===== config.mk =====
export PLATFORM = sky130hd
export DESIGN_NAME = async_serial_transmitter
export DESIGN_NICKNAME = d
export VERILOG_FILES = /design/src/shared/serial_tx_pkg.sv /design/src/rtl/async_serial_transmitter.sv /design/src/rtl/baud_tick.sv
export SDC_FILE = /design/constraint.sdc
export NUM_CORES = 1
export LEC_CHECK = 0
export BUFFER_PORTS_ARGS = -buffer_cell sky130_fd_sc_hd__buf_4
export CELL_PAD_IN_SITES_DETAIL_PLACEMENT = 1
export CELL_PAD_IN_SITES_GLOBAL_PLACEMENT = 1
export CORE_AREA = 2 2 125 127
export DETAILED_ROUTE_END_ITERATION = 8
export DIE_AREA = 0 0 127 129
export PLACE_DENSITY_LB_ADDON = 0.2
export RECOVER_POWER = 50
export SETUP_SLACK_MARGIN = 0.02
export SLEW_MARGIN = 30
export SYNTH_ARGS = -nofsm -noshare
export SYNTH_HDL_FRONTEND = slang
export SYNTH_HIERARCHICAL = 1
export SYNTH_SLANG_ARGS = --single-unit

===== constraint.sdc =====
create_clock -name SYS_CLK_I -period 7.2 [get_ports SYS_CLK_I]
set_clock_uncertainty 0.2 [all_clocks]
set_input_delay 0.72 -clock SYS_CLK_I [delete_from_list [all_inputs] [get_ports SYS_CLK_I]]
set_output_delay 0.72 -clock SYS_CLK_I [all_outputs]
set_load 0.05 [all_outputs]

===== src/shared/serial_tx_pkg.sv =====
package serial_tx_pkg;
    // register byte offsets on the axi4-lite bus
    localparam logic [4:0] TX_STATUS_CONTROL_ADDR = 5'h00;
    localparam logic [4:0] RX_STATUS_CONTROL_ADDR = 5'h04;
    localparam logic [4:0] BAUD_CONTROL_ADDR = 5'h08;
    localparam logic [4:0] BAUD_DIVIDER_LOW_ADDR = 5'h0c;
    localparam logic [4:0] BAUD_DIVIDER_HIGH_ADDR = 5'h10;
    localparam logic [4:0] TX_HOLDING_BUFFER_ADDR = 5'h14;
    localparam logic [4:0] IRQ_CONTROL_ADDR = 5'h18;
    // transmit status and control fields
    localparam int TSC_NINTH_BIT = 0;
    localparam int TSC_SHIFTER_EMPTY = 1;
    localparam int TSC_HIGH_SPEED = 2;
    localparam int TSC_CLOCKED_MODE = 4;
    localparam int TSC_TX_ENABLE = 5;
    localparam int TSC_NINE_BIT = 6;
    // receive status and control fields
    localparam int RSC_PORT_ENABLE = 7;
    // baud control fields
    localparam int BC_WIDE_DIVIDER = 3;
    localparam int BC_POLARITY_INVERT = 4;
    // irq control fields
    localparam int IC_TX_IRQ_ENABLE = 0;
    localparam int IC_PERIPH_IRQ_ENABLE = 1;
    localparam int IC_GLOBAL_IRQ_ENABLE = 2;
    localparam int IC_BUFFER_EMPTY = 3;
    // reset values
    localparam logic [7:0] TSC_RESET = 8'h02;
    localparam logic [7:0] RSC_RESET = 8'h00;
    localparam logic [7:0] BC_RESET = 8'h00;
    localparam logic [7:0] DIV_RESET = 8'h00;
    localparam logic [7:0] IC_RESET = 8'h00;
    // frame timing and bus response codes
    localparam int FRAME_BITS_MAX = 11;
    localparam logic [3:0] BITS_EIGHT = 4'ha;
    localparam logic [3:0] BITS_NINE = 4'hb;
    localparam logic [1:0] AXI_OKAY = 2'b00;
    localparam logic [1:0] AXI_SLVERR = 2'b10;

    typedef struct packed {
        logic nine_bit;
        logic [8:0] data;
    } tx_char_t;

    typedef struct packed {
        logic enable;
        logic invert;
        logic wide;
        logic high_speed;
        logic [15:0] divider;
    } tx_config_t;
endpackage


===== src/rtl/async_serial_transmitter.sv =====
`timescale 1ns/100ps
`default_nettype none
module async_serial_transmitter
    import serial_tx_pkg::*;
(
    input wire logic SYS_CLK_I,
    input wire logic RESET_I,
    input wire logic [4:0] S_AXI_AWADDR_I,
    input wire logic S_AXI_AWVALID_I,
    output logic S_AXI_AWREADY_O,
    input wire logic [31:0] S_AXI_WDATA_I,
    input wire logic [3:0] S_AXI_WSTRB_I,
    input wire logic S_AXI_WVALID_I,
    output logic S_AXI_WREADY_O,
    output logic [1:0] S_AXI_BRESP_O,
    output logic S_AXI_BVALID_O,
    input wire logic S_AXI_BREADY_I,
    input wire logic [4:0] S_AXI_ARADDR_I,
    input wire logic S_AXI_ARVALID_I,
    output logic S_AXI_ARREADY_O,
    output logic [31:0] S_AXI_RDATA_O,
    output logic [1:0] S_AXI_RRESP_O,
    output logic S_AXI_RVALID_O,
    input wire logic S_AXI_RREADY_I,
    output logic TX_DATA_O,
    output logic TX_OE_O,
    output logic IRQ_O
);
    ////////////////////////////////////////////////////////////////////////////
    // registers
    logic [7:0] tsc;
    logic [7:0] rsc;
    logic [7:0] bc;
    logic [7:0] div_low;
    logic [7:0] div_high;
    logic [2:0] irq_ctl;
    tx_char_t hold;
    logic hold_full;
    logic [10:0] shifter;
    logic [3:0] bits_left;
    logic busy;
    logic flag_empty;
    logic flag_age;
    logic irq;
    logic tx_line;
    logic tx_oe;

    typedef enum {IDLE, SEND} tx_state_t;
    tx_state_t state;

    ////////////////////////////////////////////////////////////////////////////
    // bus handshake
    logic aw_held;
    logic w_held;
    logic [4:0] aw_addr;
    logic [31:0] w_data;
    logic [3:0] w_strb;
    logic do_write;
    logic do_read;
    logic byte0;
    logic wr_tsc;
    logic wr_rsc;
    logic wr_bc;
    logic wr_dlo;
    logic wr_dhi;
    logic wr_hold;
    logic wr_ic;
    logic wr_known;
    logic rd_known;
    logic [7:0] rd_byte;

    function automatic logic rd_known_rd(input logic [4:0] a);
        rd_known_rd = (a == TX_STATUS_CONTROL_ADDR) || (a == RX_STATUS_CONTROL_ADDR)
            || (a == BAUD_CONTROL_ADDR) || (a == BAUD_DIVIDER_LOW_ADDR)
            || (a == BAUD_DIVIDER_HIGH_ADDR) || (a == TX_HOLDING_BUFFER_ADDR)
            || (a == IRQ_CONTROL_ADDR);
    endfunction

    assign do_write = aw_held && w_held && !S_AXI_BVALID_O;
    assign do_read = S_AXI_ARVALID_I && S_AXI_ARREADY_O;
    assign byte0 = w_strb[0];
    assign wr_tsc = do_write && byte0 && (aw_addr == TX_STATUS_CONTROL_ADDR);
    assign wr_rsc = do_write && byte0 && (aw_addr == RX_STATUS_CONTROL_ADDR);
    assign wr_bc = do_write && byte0 && (aw_addr == BAUD_CONTROL_ADDR);
    assign wr_dlo = do_write && byte0 && (aw_addr == BAUD_DIVIDER_LOW_ADDR);
    assign wr_dhi = do_write && byte0 && (aw_addr == BAUD_DIVIDER_HIGH_ADDR);
    assign wr_hold = do_write && byte0 && (aw_addr == TX_HOLDING_BUFFER_ADDR);
    assign wr_ic = do_write && byte0 && (aw_addr == IRQ_CONTROL_ADDR);
    assign wr_known = (aw_addr == TX_STATUS_CONTROL_ADDR) || (aw_addr == RX_STATUS_CONTROL_ADDR)
        || (aw_addr == BAUD_CONTROL_ADDR) || (aw_addr == BAUD_DIVIDER_LOW_ADDR)
        || (aw_addr == BAUD_DIVIDER_HIGH_ADDR) || (aw_addr == TX_HOLDING_BUFFER_ADDR)
        || (aw_addr == IRQ_CONTROL_ADDR);
    assign rd_known = rd_known_rd(S_AXI_ARADDR_I);

    always_ff @(posedge SYS_CLK_I) begin
        if (RESET_I) begin
            aw_held <= 1'b0;
            w_held <= 1'b0;
            aw_addr <= 5'h00;
            w_data <= 32'h0000_0000;
            w_strb <= 4'h0;
        end else begin
            if (S_AXI_AWVALID_I && S_AXI_AWREADY_O) begin
                aw_held <= 1'b1;
                aw_addr <= S_AXI_AWADDR_I;
            end else if (do_write) begin
                aw_held <= 1'b0;
            end
            if (S_AXI_WVALID_I && S_AXI_WREADY_O) begin
                w_held <= 1'b1;
                w_data <= S_AXI_WDATA_I;
                w_strb <= S_AXI_WSTRB_I;
            end else if (do_write) begin
                w_held <= 1'b0;
            end
        end
    end

    always_ff @(posedge SYS_CLK_I) begin
        if (RESET_I) begin
            S_AXI_AWREADY_O <= 1'b0;
            S_AXI_WREADY_O <= 1'b0;
            S_AXI_BVALID_O <= 1'b0;
            S_AXI_BRESP_O <= AXI_OKAY;
        end else begin
            S_AXI_AWREADY_O <= !aw_held && !(S_AXI_AWVALID_I && S_AXI_AWREADY_O) && !S_AXI_BVALID_O;
            S_AXI_WREADY_O <= !w_held && !(S_AXI_WVALID_I && S_AXI_WREADY_O) && !S_AXI_BVALID_O;
            if (do_write) begin
                S_AXI_BVALID_O <= 1'b1;
                S_AXI_BRESP_O <= wr_known ? AXI_OKAY : AXI_SLVERR;
            end else if (S_AXI_BREADY_I) begin
                S_AXI_BVALID_O <= 1'b0;
            end
        end
    end

    // read mux; the buffer reads as zero, the shifter is never visible
    always_comb begin
        unique case (S_AXI_ARADDR_I)
            TX_STATUS_CONTROL_ADDR: rd_byte = tsc;
            RX_STATUS_CONTROL_ADDR: rd_byte = rsc;
            BAUD_CONTROL_ADDR: rd_byte = bc;
            BAUD_DIVIDER_LOW_ADDR: rd_byte = div_low;
            BAUD_DIVIDER_HIGH_ADDR: rd_byte = div_high;
            IRQ_CONTROL_ADDR: rd_byte = {4'h0, flag_empty, irq_ctl};
            default: rd_byte = 8'h00;
        endcase
    end

    always_ff @(posedge SYS_CLK_I) begin
        if (RESET_I) begin
            S_AXI_ARREADY_O <= 1'b0;
            S_AXI_RVALID_O <= 1'b0;
            S_AXI_RDATA_O <= 32'h0000_0000;
            S_AXI_RRESP_O <= AXI_OKAY;
        end else begin
            S_AXI_ARREADY_O <= !S_AXI_RVALID_O && !do_read;
            if (do_read) begin
                S_AXI_RVALID_O <= 1'b1;
                S_AXI_RDATA_O <= {24'h000000, rd_byte};
                S_AXI_RRESP_O <= rd_known ? AXI_OKAY : AXI_SLVERR;
            end else if (S_AXI_RREADY_I) begin
                S_AXI_RVALID_O <= 1'b0;
            end
        end
    end

    ////////////////////////////////////////////////////////////////////////////
    // control registers; the shifter-empty bit is hardware owned
    logic enabled;
    logic load;
    logic tick;
    tx_config_t cfg;

    assign enabled = tsc[TSC_TX_ENABLE] && !tsc[TSC_CLOCKED_MODE] && rsc[RSC_PORT_ENABLE];
    assign cfg = '{enable: enabled, invert: bc[BC_POLARITY_INVERT], wide: bc[BC_WIDE_DIVIDER],
        high_speed: tsc[TSC_HIGH_SPEED], divider: {div_high, div_low}};

    always_ff @(posedge SYS_CLK_I) begin
        if (RESET_I) begin
            tsc <= TSC_RESET;
            rsc <= RSC_RESET;
            bc <= BC_RESET;
            div_low <= DIV_RESET;
            div_high <= DIV_RESET;
            irq_ctl <= IC_RESET[2:0];
        end else begin
            if (wr_tsc) begin
                tsc <= {w_data[7:2], !busy, w_data[0]};
            end else begin
                tsc[TSC_SHIFTER_EMPTY] <= !busy && !load;
            end
            if (wr_rsc) rsc <= w_data[7:0];
            if (wr_bc) bc <= w_data[7:0];
            if (wr_dlo) div_low <= w_data[7:0];
            if (wr_dhi) div_high <= w_data[7:0];
            if (wr_ic) irq_ctl <= w_data[2:0];
        end
    end

    baud_tick u_baud (
        .clk_i(SYS_CLK_I),
        .rst_i(RESET_I),
        .run_i(busy),
        .cfg_i(cfg),
        .tick_o(tick)
    );

    ////////////////////////////////////////////////////////////////////////////
    // holding buffer and shifter
    assign load = enabled && hold_full && (state == IDLE);

    always_ff @(posedge SYS_CLK_I) begin
        if (RESET_I || !enabled) begin
            hold <= '0;
            hold_full <= 1'b0;
        end else if (wr_hold) begin
            hold <= '{nine_bit: tsc[TSC_NINE_BIT], data: {tsc[TSC_NINTH_BIT], w_data[7:0]}};
            hold_full <= 1'b1;
        end else if (load) begin
            hold_full <= 1'b0;
        end
    end

    always_ff @(posedge SYS_CLK_I) begin
        if (RESET_I || !enabled) begin
            state <= IDLE;
            busy <= 1'b0;
            shifter <= 11'h7ff;
            bits_left <= 4'h0;
        end else begin
            unique case (state)
                IDLE: begin
                    if (load) begin
                        state <= SEND;
                        busy <= 1'b1;
                        // start, data lsb first, stop; eight-bit frames fill the ninth slot with a stop
                        shifter <= hold.nine_bit ? {1'b1, hold.data, 1'b0}
                                                 : {2'b11, hold.data[7:0], 1'b0};
                        bits_left <= hold.nine_bit ? BITS_NINE : BITS_EIGHT;
                    end
                end
                SEND: begin
                    if (tick) begin
                        shifter <= {1'b1, shifter[10:1]};
                        bits_left <= bits_left - 4'h1;
                        if (bits_left == 4'h1) begin
                            state <= IDLE;
                            busy <= 1'b0;
                        end
                    end
                end
            endcase
        end
    end

    ////////////////////////////////////////////////////////////////////////////
    // pin and flags
    always_ff @(posedge SYS_CLK_I) begin
        if (RESET_I) begin
            tx_line <= 1'b1;
            tx_oe <= 1'b0;
        end else begin
            tx_line <= (state == SEND ? shifter[0] : 1'b1) ^ (cfg.invert && enabled);
            tx_oe <= enabled;
        end
    end

    // flag lags the write by two cycles, so a poll on the second cycle is valid
    always_ff @(posedge SYS_CLK_I) begin
        if (RESET_I) begin
            flag_age <= 1'b0;
            flag_empty <= 1'b0;
            irq <= 1'b0;
        end else begin
            flag_age <= enabled && !hold_full;
            flag_empty <= flag_age && enabled;
            irq <= flag_empty && irq_ctl[IC_TX_IRQ_ENABLE] && irq_ctl[IC_PERIPH_IRQ_ENABLE]
                && irq_ctl[IC_GLOBAL_IRQ_ENABLE];
        end
    end

    assign TX_DATA_O = tx_line;
    assign TX_OE_O = tx_oe;
    assign IRQ_O = irq;
endmodule
`default_nettype wire


===== src/rtl/baud_tick.sv =====
`timescale 1ns/100ps
`default_nettype none
module baud_tick
    import serial_tx_pkg::*;
(
    input wire logic clk_i,
    input wire logic rst_i,
    input wire logic run_i,
    input wire tx_config_t cfg_i,
    output logic tick_o
);
    // divider arrangement: 8-bit/16-bit divider, x64, x16 or x4 prescale
    logic [5:0] pre_count;
    logic [15:0] div_count;
    logic [5:0] pre_limit;
    logic pre_done;
    logic [15:0] div_limit;

    assign pre_limit = (cfg_i.wide && cfg_i.high_speed) ? 6'h03 :
                       (cfg_i.wide || cfg_i.high_speed) ? 6'h0f : 6'h3f;
    assign div_limit = cfg_i.wide ? cfg_i.divider : {8'h00, cfg_i.divider[7:0]};
    assign pre_done = (pre_count == pre_limit);
    // unregistered so the first bit of a frame is not a clock too long
    assign tick_o = pre_done && (div_count == div_limit);

    always_ff @(posedge clk_i) begin
        if (rst_i || !run_i) begin
            pre_count <= 6'h00;
            div_count <= 16'h0000;
        end else begin
            pre_count <= pre_done ? 6'h00 : pre_count + 6'h01;
            if (pre_done) begin
                div_count <= (div_count == div_limit) ? 16'h0000 : div_count + 16'h0001;
            end
        end
    end
endmodule
`default_nettype wire


* After elaboration in Yosys (flattened, before gate mapping)
Cells that the tools add are included.
** Operators by class
- Add/subtract/negate cells :: 3
- Equality and inequality tests :: 20
- Mux-type cells :: 34
- Bitwise gates (word level) :: 1
- Reduce and logical (&&, ||, !) cells :: 70
** Operator list (number)
- 32-bit two-way mux :: 3
- 32-bit zero test :: 2
- 32-bit one-hot mux with 2 select lines :: 1
- 8-bit one-hot mux with 6 select lines :: 1
- 32-bit by 1-bit == test with 1-bit output (second input constant) :: 1
- 32-bit by 2-bit == test with 1-bit output (second input constant) :: 1
- 16-bit two-way mux :: 2
- 1-bit logical AND :: 31
- 5-bit == test (second input constant) :: 6
- 11-bit two-way mux :: 2
- 11-bit one-hot mux with 2 select lines :: 1
- 5-bit by 4-bit == test with 1-bit output (second input constant) :: 4
- 16-bit by 1-bit adder with 16-bit output (second input constant) :: 1
- 16-bit == test :: 1
- 1-bit logical OR :: 15
- 1-bit two-way mux :: 15
- 1-bit zero test :: 12
- 6-bit two-way mux :: 2
- 5-bit by 3-bit == test with 1-bit output (second input constant) :: 2
- 5-bit zero test :: 2
- 10-bit two-way mux :: 1
- 2-bit nonzero test :: 5
- 4-bit two-way mux :: 2
- 4-bit one-hot mux with 2 select lines :: 1
- other kinds (11) :: 14
** Storage, ports and cells
- Bits in registers :: 162
- Bits of input ports :: 53
- Output and inout bits :: 44
- Word-level logic and storage cells :: 162

* Longest topological paths before layout
- Depth in word-level cells :: 8
- Mapped depth :: 11
- Gate-level depth less buffers :: 9

* Cells and area by module
The synthesis kept the hierarchy.
** Modules (own cells, without submodules)
- async_serial_transmitter :: instances 1, cells each 478, area an instance 4518.1 um^2, seq. area each 2102.0 um^2
- baud_tick :: instances 1, cells each 163, area an instance 1358.8 um^2, seq. area each 440.4 um^2

* Worst setup path after synthesis
No wires, ideal clock.
- Path kind :: flip-flop to flip-flop
- Start :: reg div_high[4]
- End :: reg shifter[1]
- Library setup time :: 118 ps
- Data arrival time :: 2175 ps
- Required time :: 6882 ps
- Setup slack :: 4707 ps
- Cell stages (with the launch flop) :: 11
- Path buffers :: 1
- Clock period less this slack :: 2493 ps
- Cells stage by stage :: dfxtp_1 -> nor4bb_1 -> a31o_2 -> a22oi_1 -> nor4_2 -> and2_1 -> nand2_1 -> o21ai_1 -> buf_4 -> mux2i_1 -> nand2_1
** Between the ends
- Word-level cells in the longest chain between the ends :: 5
** RTL lines
- start: declaration :: line async_serial_transmitter.sv:35 : logic [7:0] div_high;
- start signal: assignment :: line async_serial_transmitter.sv:196 : if (wr_dhi) div_high <= w_data[7:0];
- 16-bit two-way mux :: line baud_tick.sv:21 : assign div_limit = cfg_i.wide ? cfg_i.divider : {8'h00, cfg_i.divider[7:0]};
- 16-bit == test :: line baud_tick.sv:24 : assign tick_o = pre_done && (div_count == div_limit);
- 1-bit logical AND :: line baud_tick.sv:24
- named net tick :: line async_serial_transmitter.sv:172 : logic tick;
- 2-bit inequality test (no line)
- 2-bit AND reduction (no line)
- end signal: assignment :: line async_serial_transmitter.sv:238 : shifter <= hold.nine_bit ? {1'b1, hold.data, 1'b0}
- end signal: assignment :: line async_serial_transmitter.sv:245 : shifter <= {1'b1, shifter[10:1]};
- end: declaration :: line async_serial_transmitter.sv:39 : logic [10:0] shifter;
The timed path passes the listed nets, and every way through them passes these cells.
A chain may end at the register's enable or synchronous reset.

* Worst setup path in the final report
- Start :: in RESET_I
- End :: reg hold[0] (netlist name)
** Between the ends
- Word-level cells in the longest chain between the ends :: 1
** RTL lines
- start: declaration :: line async_serial_transmitter.sv:7 : input wire logic RESET_I,
- 1-bit logical OR :: line async_serial_transmitter.sv:214 : if (RESET_I || !enabled) begin
- end signal: assignment :: line async_serial_transmitter.sv:218 : hold <= '{nine_bit: tsc[TSC_NINE_BIT], data: {tsc[TSC_NINTH_BIT], w_data[7:0]}};
- end: declaration :: line async_serial_transmitter.sv:37 : tx_char_t hold;
No other way between the ends.

==> flow_summary.json <==
{
  "drt_iter0_markers": 208,
  "ant_nets": 0,
  "synth_edf_count": 0,
  "cts_setup_buffers": 0,
  "cts_tree": "done",
  "criticalPathCategory": "in2reg",
  "cts_buffers": 17,
  "peakVddDrop_mv": 0.160,
  "die_area_um2": 16400,
  "antenna_found_initial": 0,
  "cap_violations": 1,
  "grt_overflow": 0,
  "synth.avg_cell_area_um2": 9.17,
  "fin_total_pwr_uw": 1700,
  "slew_headroom": -1.22,
  "status": "finished, violations left",
  "worstPathRequired_ns": 7.27,
  "port_buffers": 43,
  "drc_errors": 0,
  "die_w_um": 127,
  "hold_viol_final": 0,
  "async_reset_ff_frac": 0,
  "rsz0062_at_grt": "no",
  "avgRoutedWirePerCell_um": 17.2,
  "clkSlewWorstSetupHoldPaths_ns": 0.06,
  "diodes": 0,
  "grt_util_all_layers": 0.192,
  "min_path_type": "reg2reg",
  "placement_rows": 45,
  "grt_pass1_vias": 4722,
  "hpwl_um": 10300,
  "cp_data_arrival_time_ns": 4.88,
  "worstPathMaxFanout": 74,
  "violations": "capacitance limit, slew limit",
  "dieHeight_um": 129,
  "grt_pass1_wl_um": 24400,
  "syn_inst": 641,
  "synth_ff_type": "dfxtp_1",
  "cp-start-kind": "input port",
  "clk_latency_ns": 0.42,
  "worstMarginPinSlew_ns": 3.33,
  "final_cell_mix": "dfxtp_1, nor2_1, nand2_1, mux2i_1, a21oi_1",
  "root_buffer": "clkbuf_16",
  "p_leak_uw": 0.00255,
  "hold_buffers": 0,
  "synth-seq-cells": 127,
  "io_pins": 97,
  "period_share": 0.668,
  "avgViaCountPerCell": 5.26,
  "syn_area_um2": 5880,
  "htree_num_levels": 4,
  "drv_slew": 75,
  "synth.distinct_cells": 62,
  "setup_viol": 0,
  "rr_worst_depth": 9,
  "final_common_cell": "dfxtp_1",
  "totalWireLength_um": 15000,
  "finalCriticalPeriod_ns": 4.81,
  "core-area_um2": 15000,
  "syn2layout_area_growth_pct": 14.5,
  "postPlaceCellArea_um2": 6180,
  "synth-seq-area-share": 0.433,
  "start_util": 0.392,
  "grt_start_max_net_pins": 75,
  "end_kind": "flip-flop",
  "whs_path_depth": 2,
  "yosysWarningCount": 6,
  "drtPass1Iterations": 4,
  "design_area_um2": 6730,
  "post_cts_resized": 0,
  "nets": 727,
  "power.density_nw_per_um2": 253,
  "cts_buffer_depth": 2,
  "drive_above_1_share": 0.123,
  "vias": 4580,
  "finalSetupTns_ns": 0,
  "gp_congestion": 0.780,
  "fmax_mhz": 208,
  "clock-sinks": 127
}
worst max-delay path, cell delays in order:
cell      delay, ns
clkbuf_1       2.30
inv_1          0.70
nand2_1        0.55
inv_2          0.31
nand3_1        0.17
o21ai_0        0.11
layout make-up:
type,instances,area [µm²]
clock buffer,21,440
clock inverter,10,164
fill,1761,8250
inverter,11,41.3
multi-input combinational,469,3040
sequential,127,2540
tap,188,235
timing repair buffer,44,267
registers in the layout, indices dropped and copies added, names as in the netlist, 6 cells and up:
register and count:
u_baud/div_count 16, w_data 8, shifter 10, div_high 8, u_baud/pre_count 6, div_low 8, S_AXI_RDATA_O 8, hold 10
tsc 8, bc 8, rsc 8
stage by stage:
| step | setup WS, ns | utilization | cells | hold slack (ns) |
|---|---|---|---|---|
| CTS | 3.51 | 0.453 | 870 | 0.242 |
| global route | 1.95 | 0.449 | 870 | 0.272 |
| finish | 2.39 | 0.449 | 870 | 0.240 |
| global placement | 3.27 | 0.413 | 839 | 0.230 |
| detailed placement | 3.54 | 0.413 | 839 | 0.235 |
| floorplan | 4.71 | - | 666 | 0.226 |
layer usage:
metal,wire [µm],up-vias,track usage,share of wire
li1,-,2254,-,-
met1,6680,2227,0.232,0.45
met2,7450,76,0.326,0.50
met3,534,23,0.0516,0.036
met4,306,0,0.0763,0.020
met5,0,-,0,0
worst paths after layout:
path | slack (ns) | endpoint | from
worst max register to register | 3.56 | shifter[7] | bc[3]
worst min register to register | 0.24 | S_AXI_RDATA_O[4] | S_AXI_RDATA_O[4]
worst max-delay path | 2.39 | hold[0] | RESET_I
worst min-delay path | 0.24 | S_AXI_RDATA_O[4] | S_AXI_RDATA_O[4]
where the power goes:
part / internal (µW) / switching, µW / leakage, µW / total, µW
Combinational: 21.2 / 64.2 / 0.00123 / 85.4
Clock: 577 / 312 / 0.000291 / 889
Sequential: 710 / 14.1 / 0.00103 / 725
cell usage after synthesis, drive strengths merged, types with 5 or more instances:
cell type | number | area share
inv | 11 | 0.0070
dfxtp | 127 | 0.43
mux2 | 10 | 0.019
or3 | 6 | 0.0064
buf | 42 | 0.050
nand2 | 69 | 0.044
nand3 | 32 | 0.028
nand4 | 12 | 0.015
nor4 | 6 | 0.0085
mux4 | 6 | 0.023
clkbuf | 17 | 0.011
nor3 | 8 | 0.0087
o21ai | 24 | 0.020
a21oi | 34 | 0.029
and3 | 7 | 0.0075
mux2i | 56 | 0.095
nand2b | 6 | 0.0064
nor2 | 73 | 0.047
xor2 | 22 | 0.033
and2 | 5 | 0.0053
a22oi | 8 | 0.010
kinds of logic (layout without fill, tap and decap cells):
logic type,Yosys count,in the layout,synth area share
other cells,1,26,0.000638
buf+inv,70,86,0.0679
compound gates,90,90,0.0928
simple gates,251,251,0.221
mux,72,72,0.138
fa+ha+maj,4,4,0.00852
flops,127,127,0.433
xor+xnor,26,26,0.0387
No activity file was read; power rests on OpenSTA's default activity.
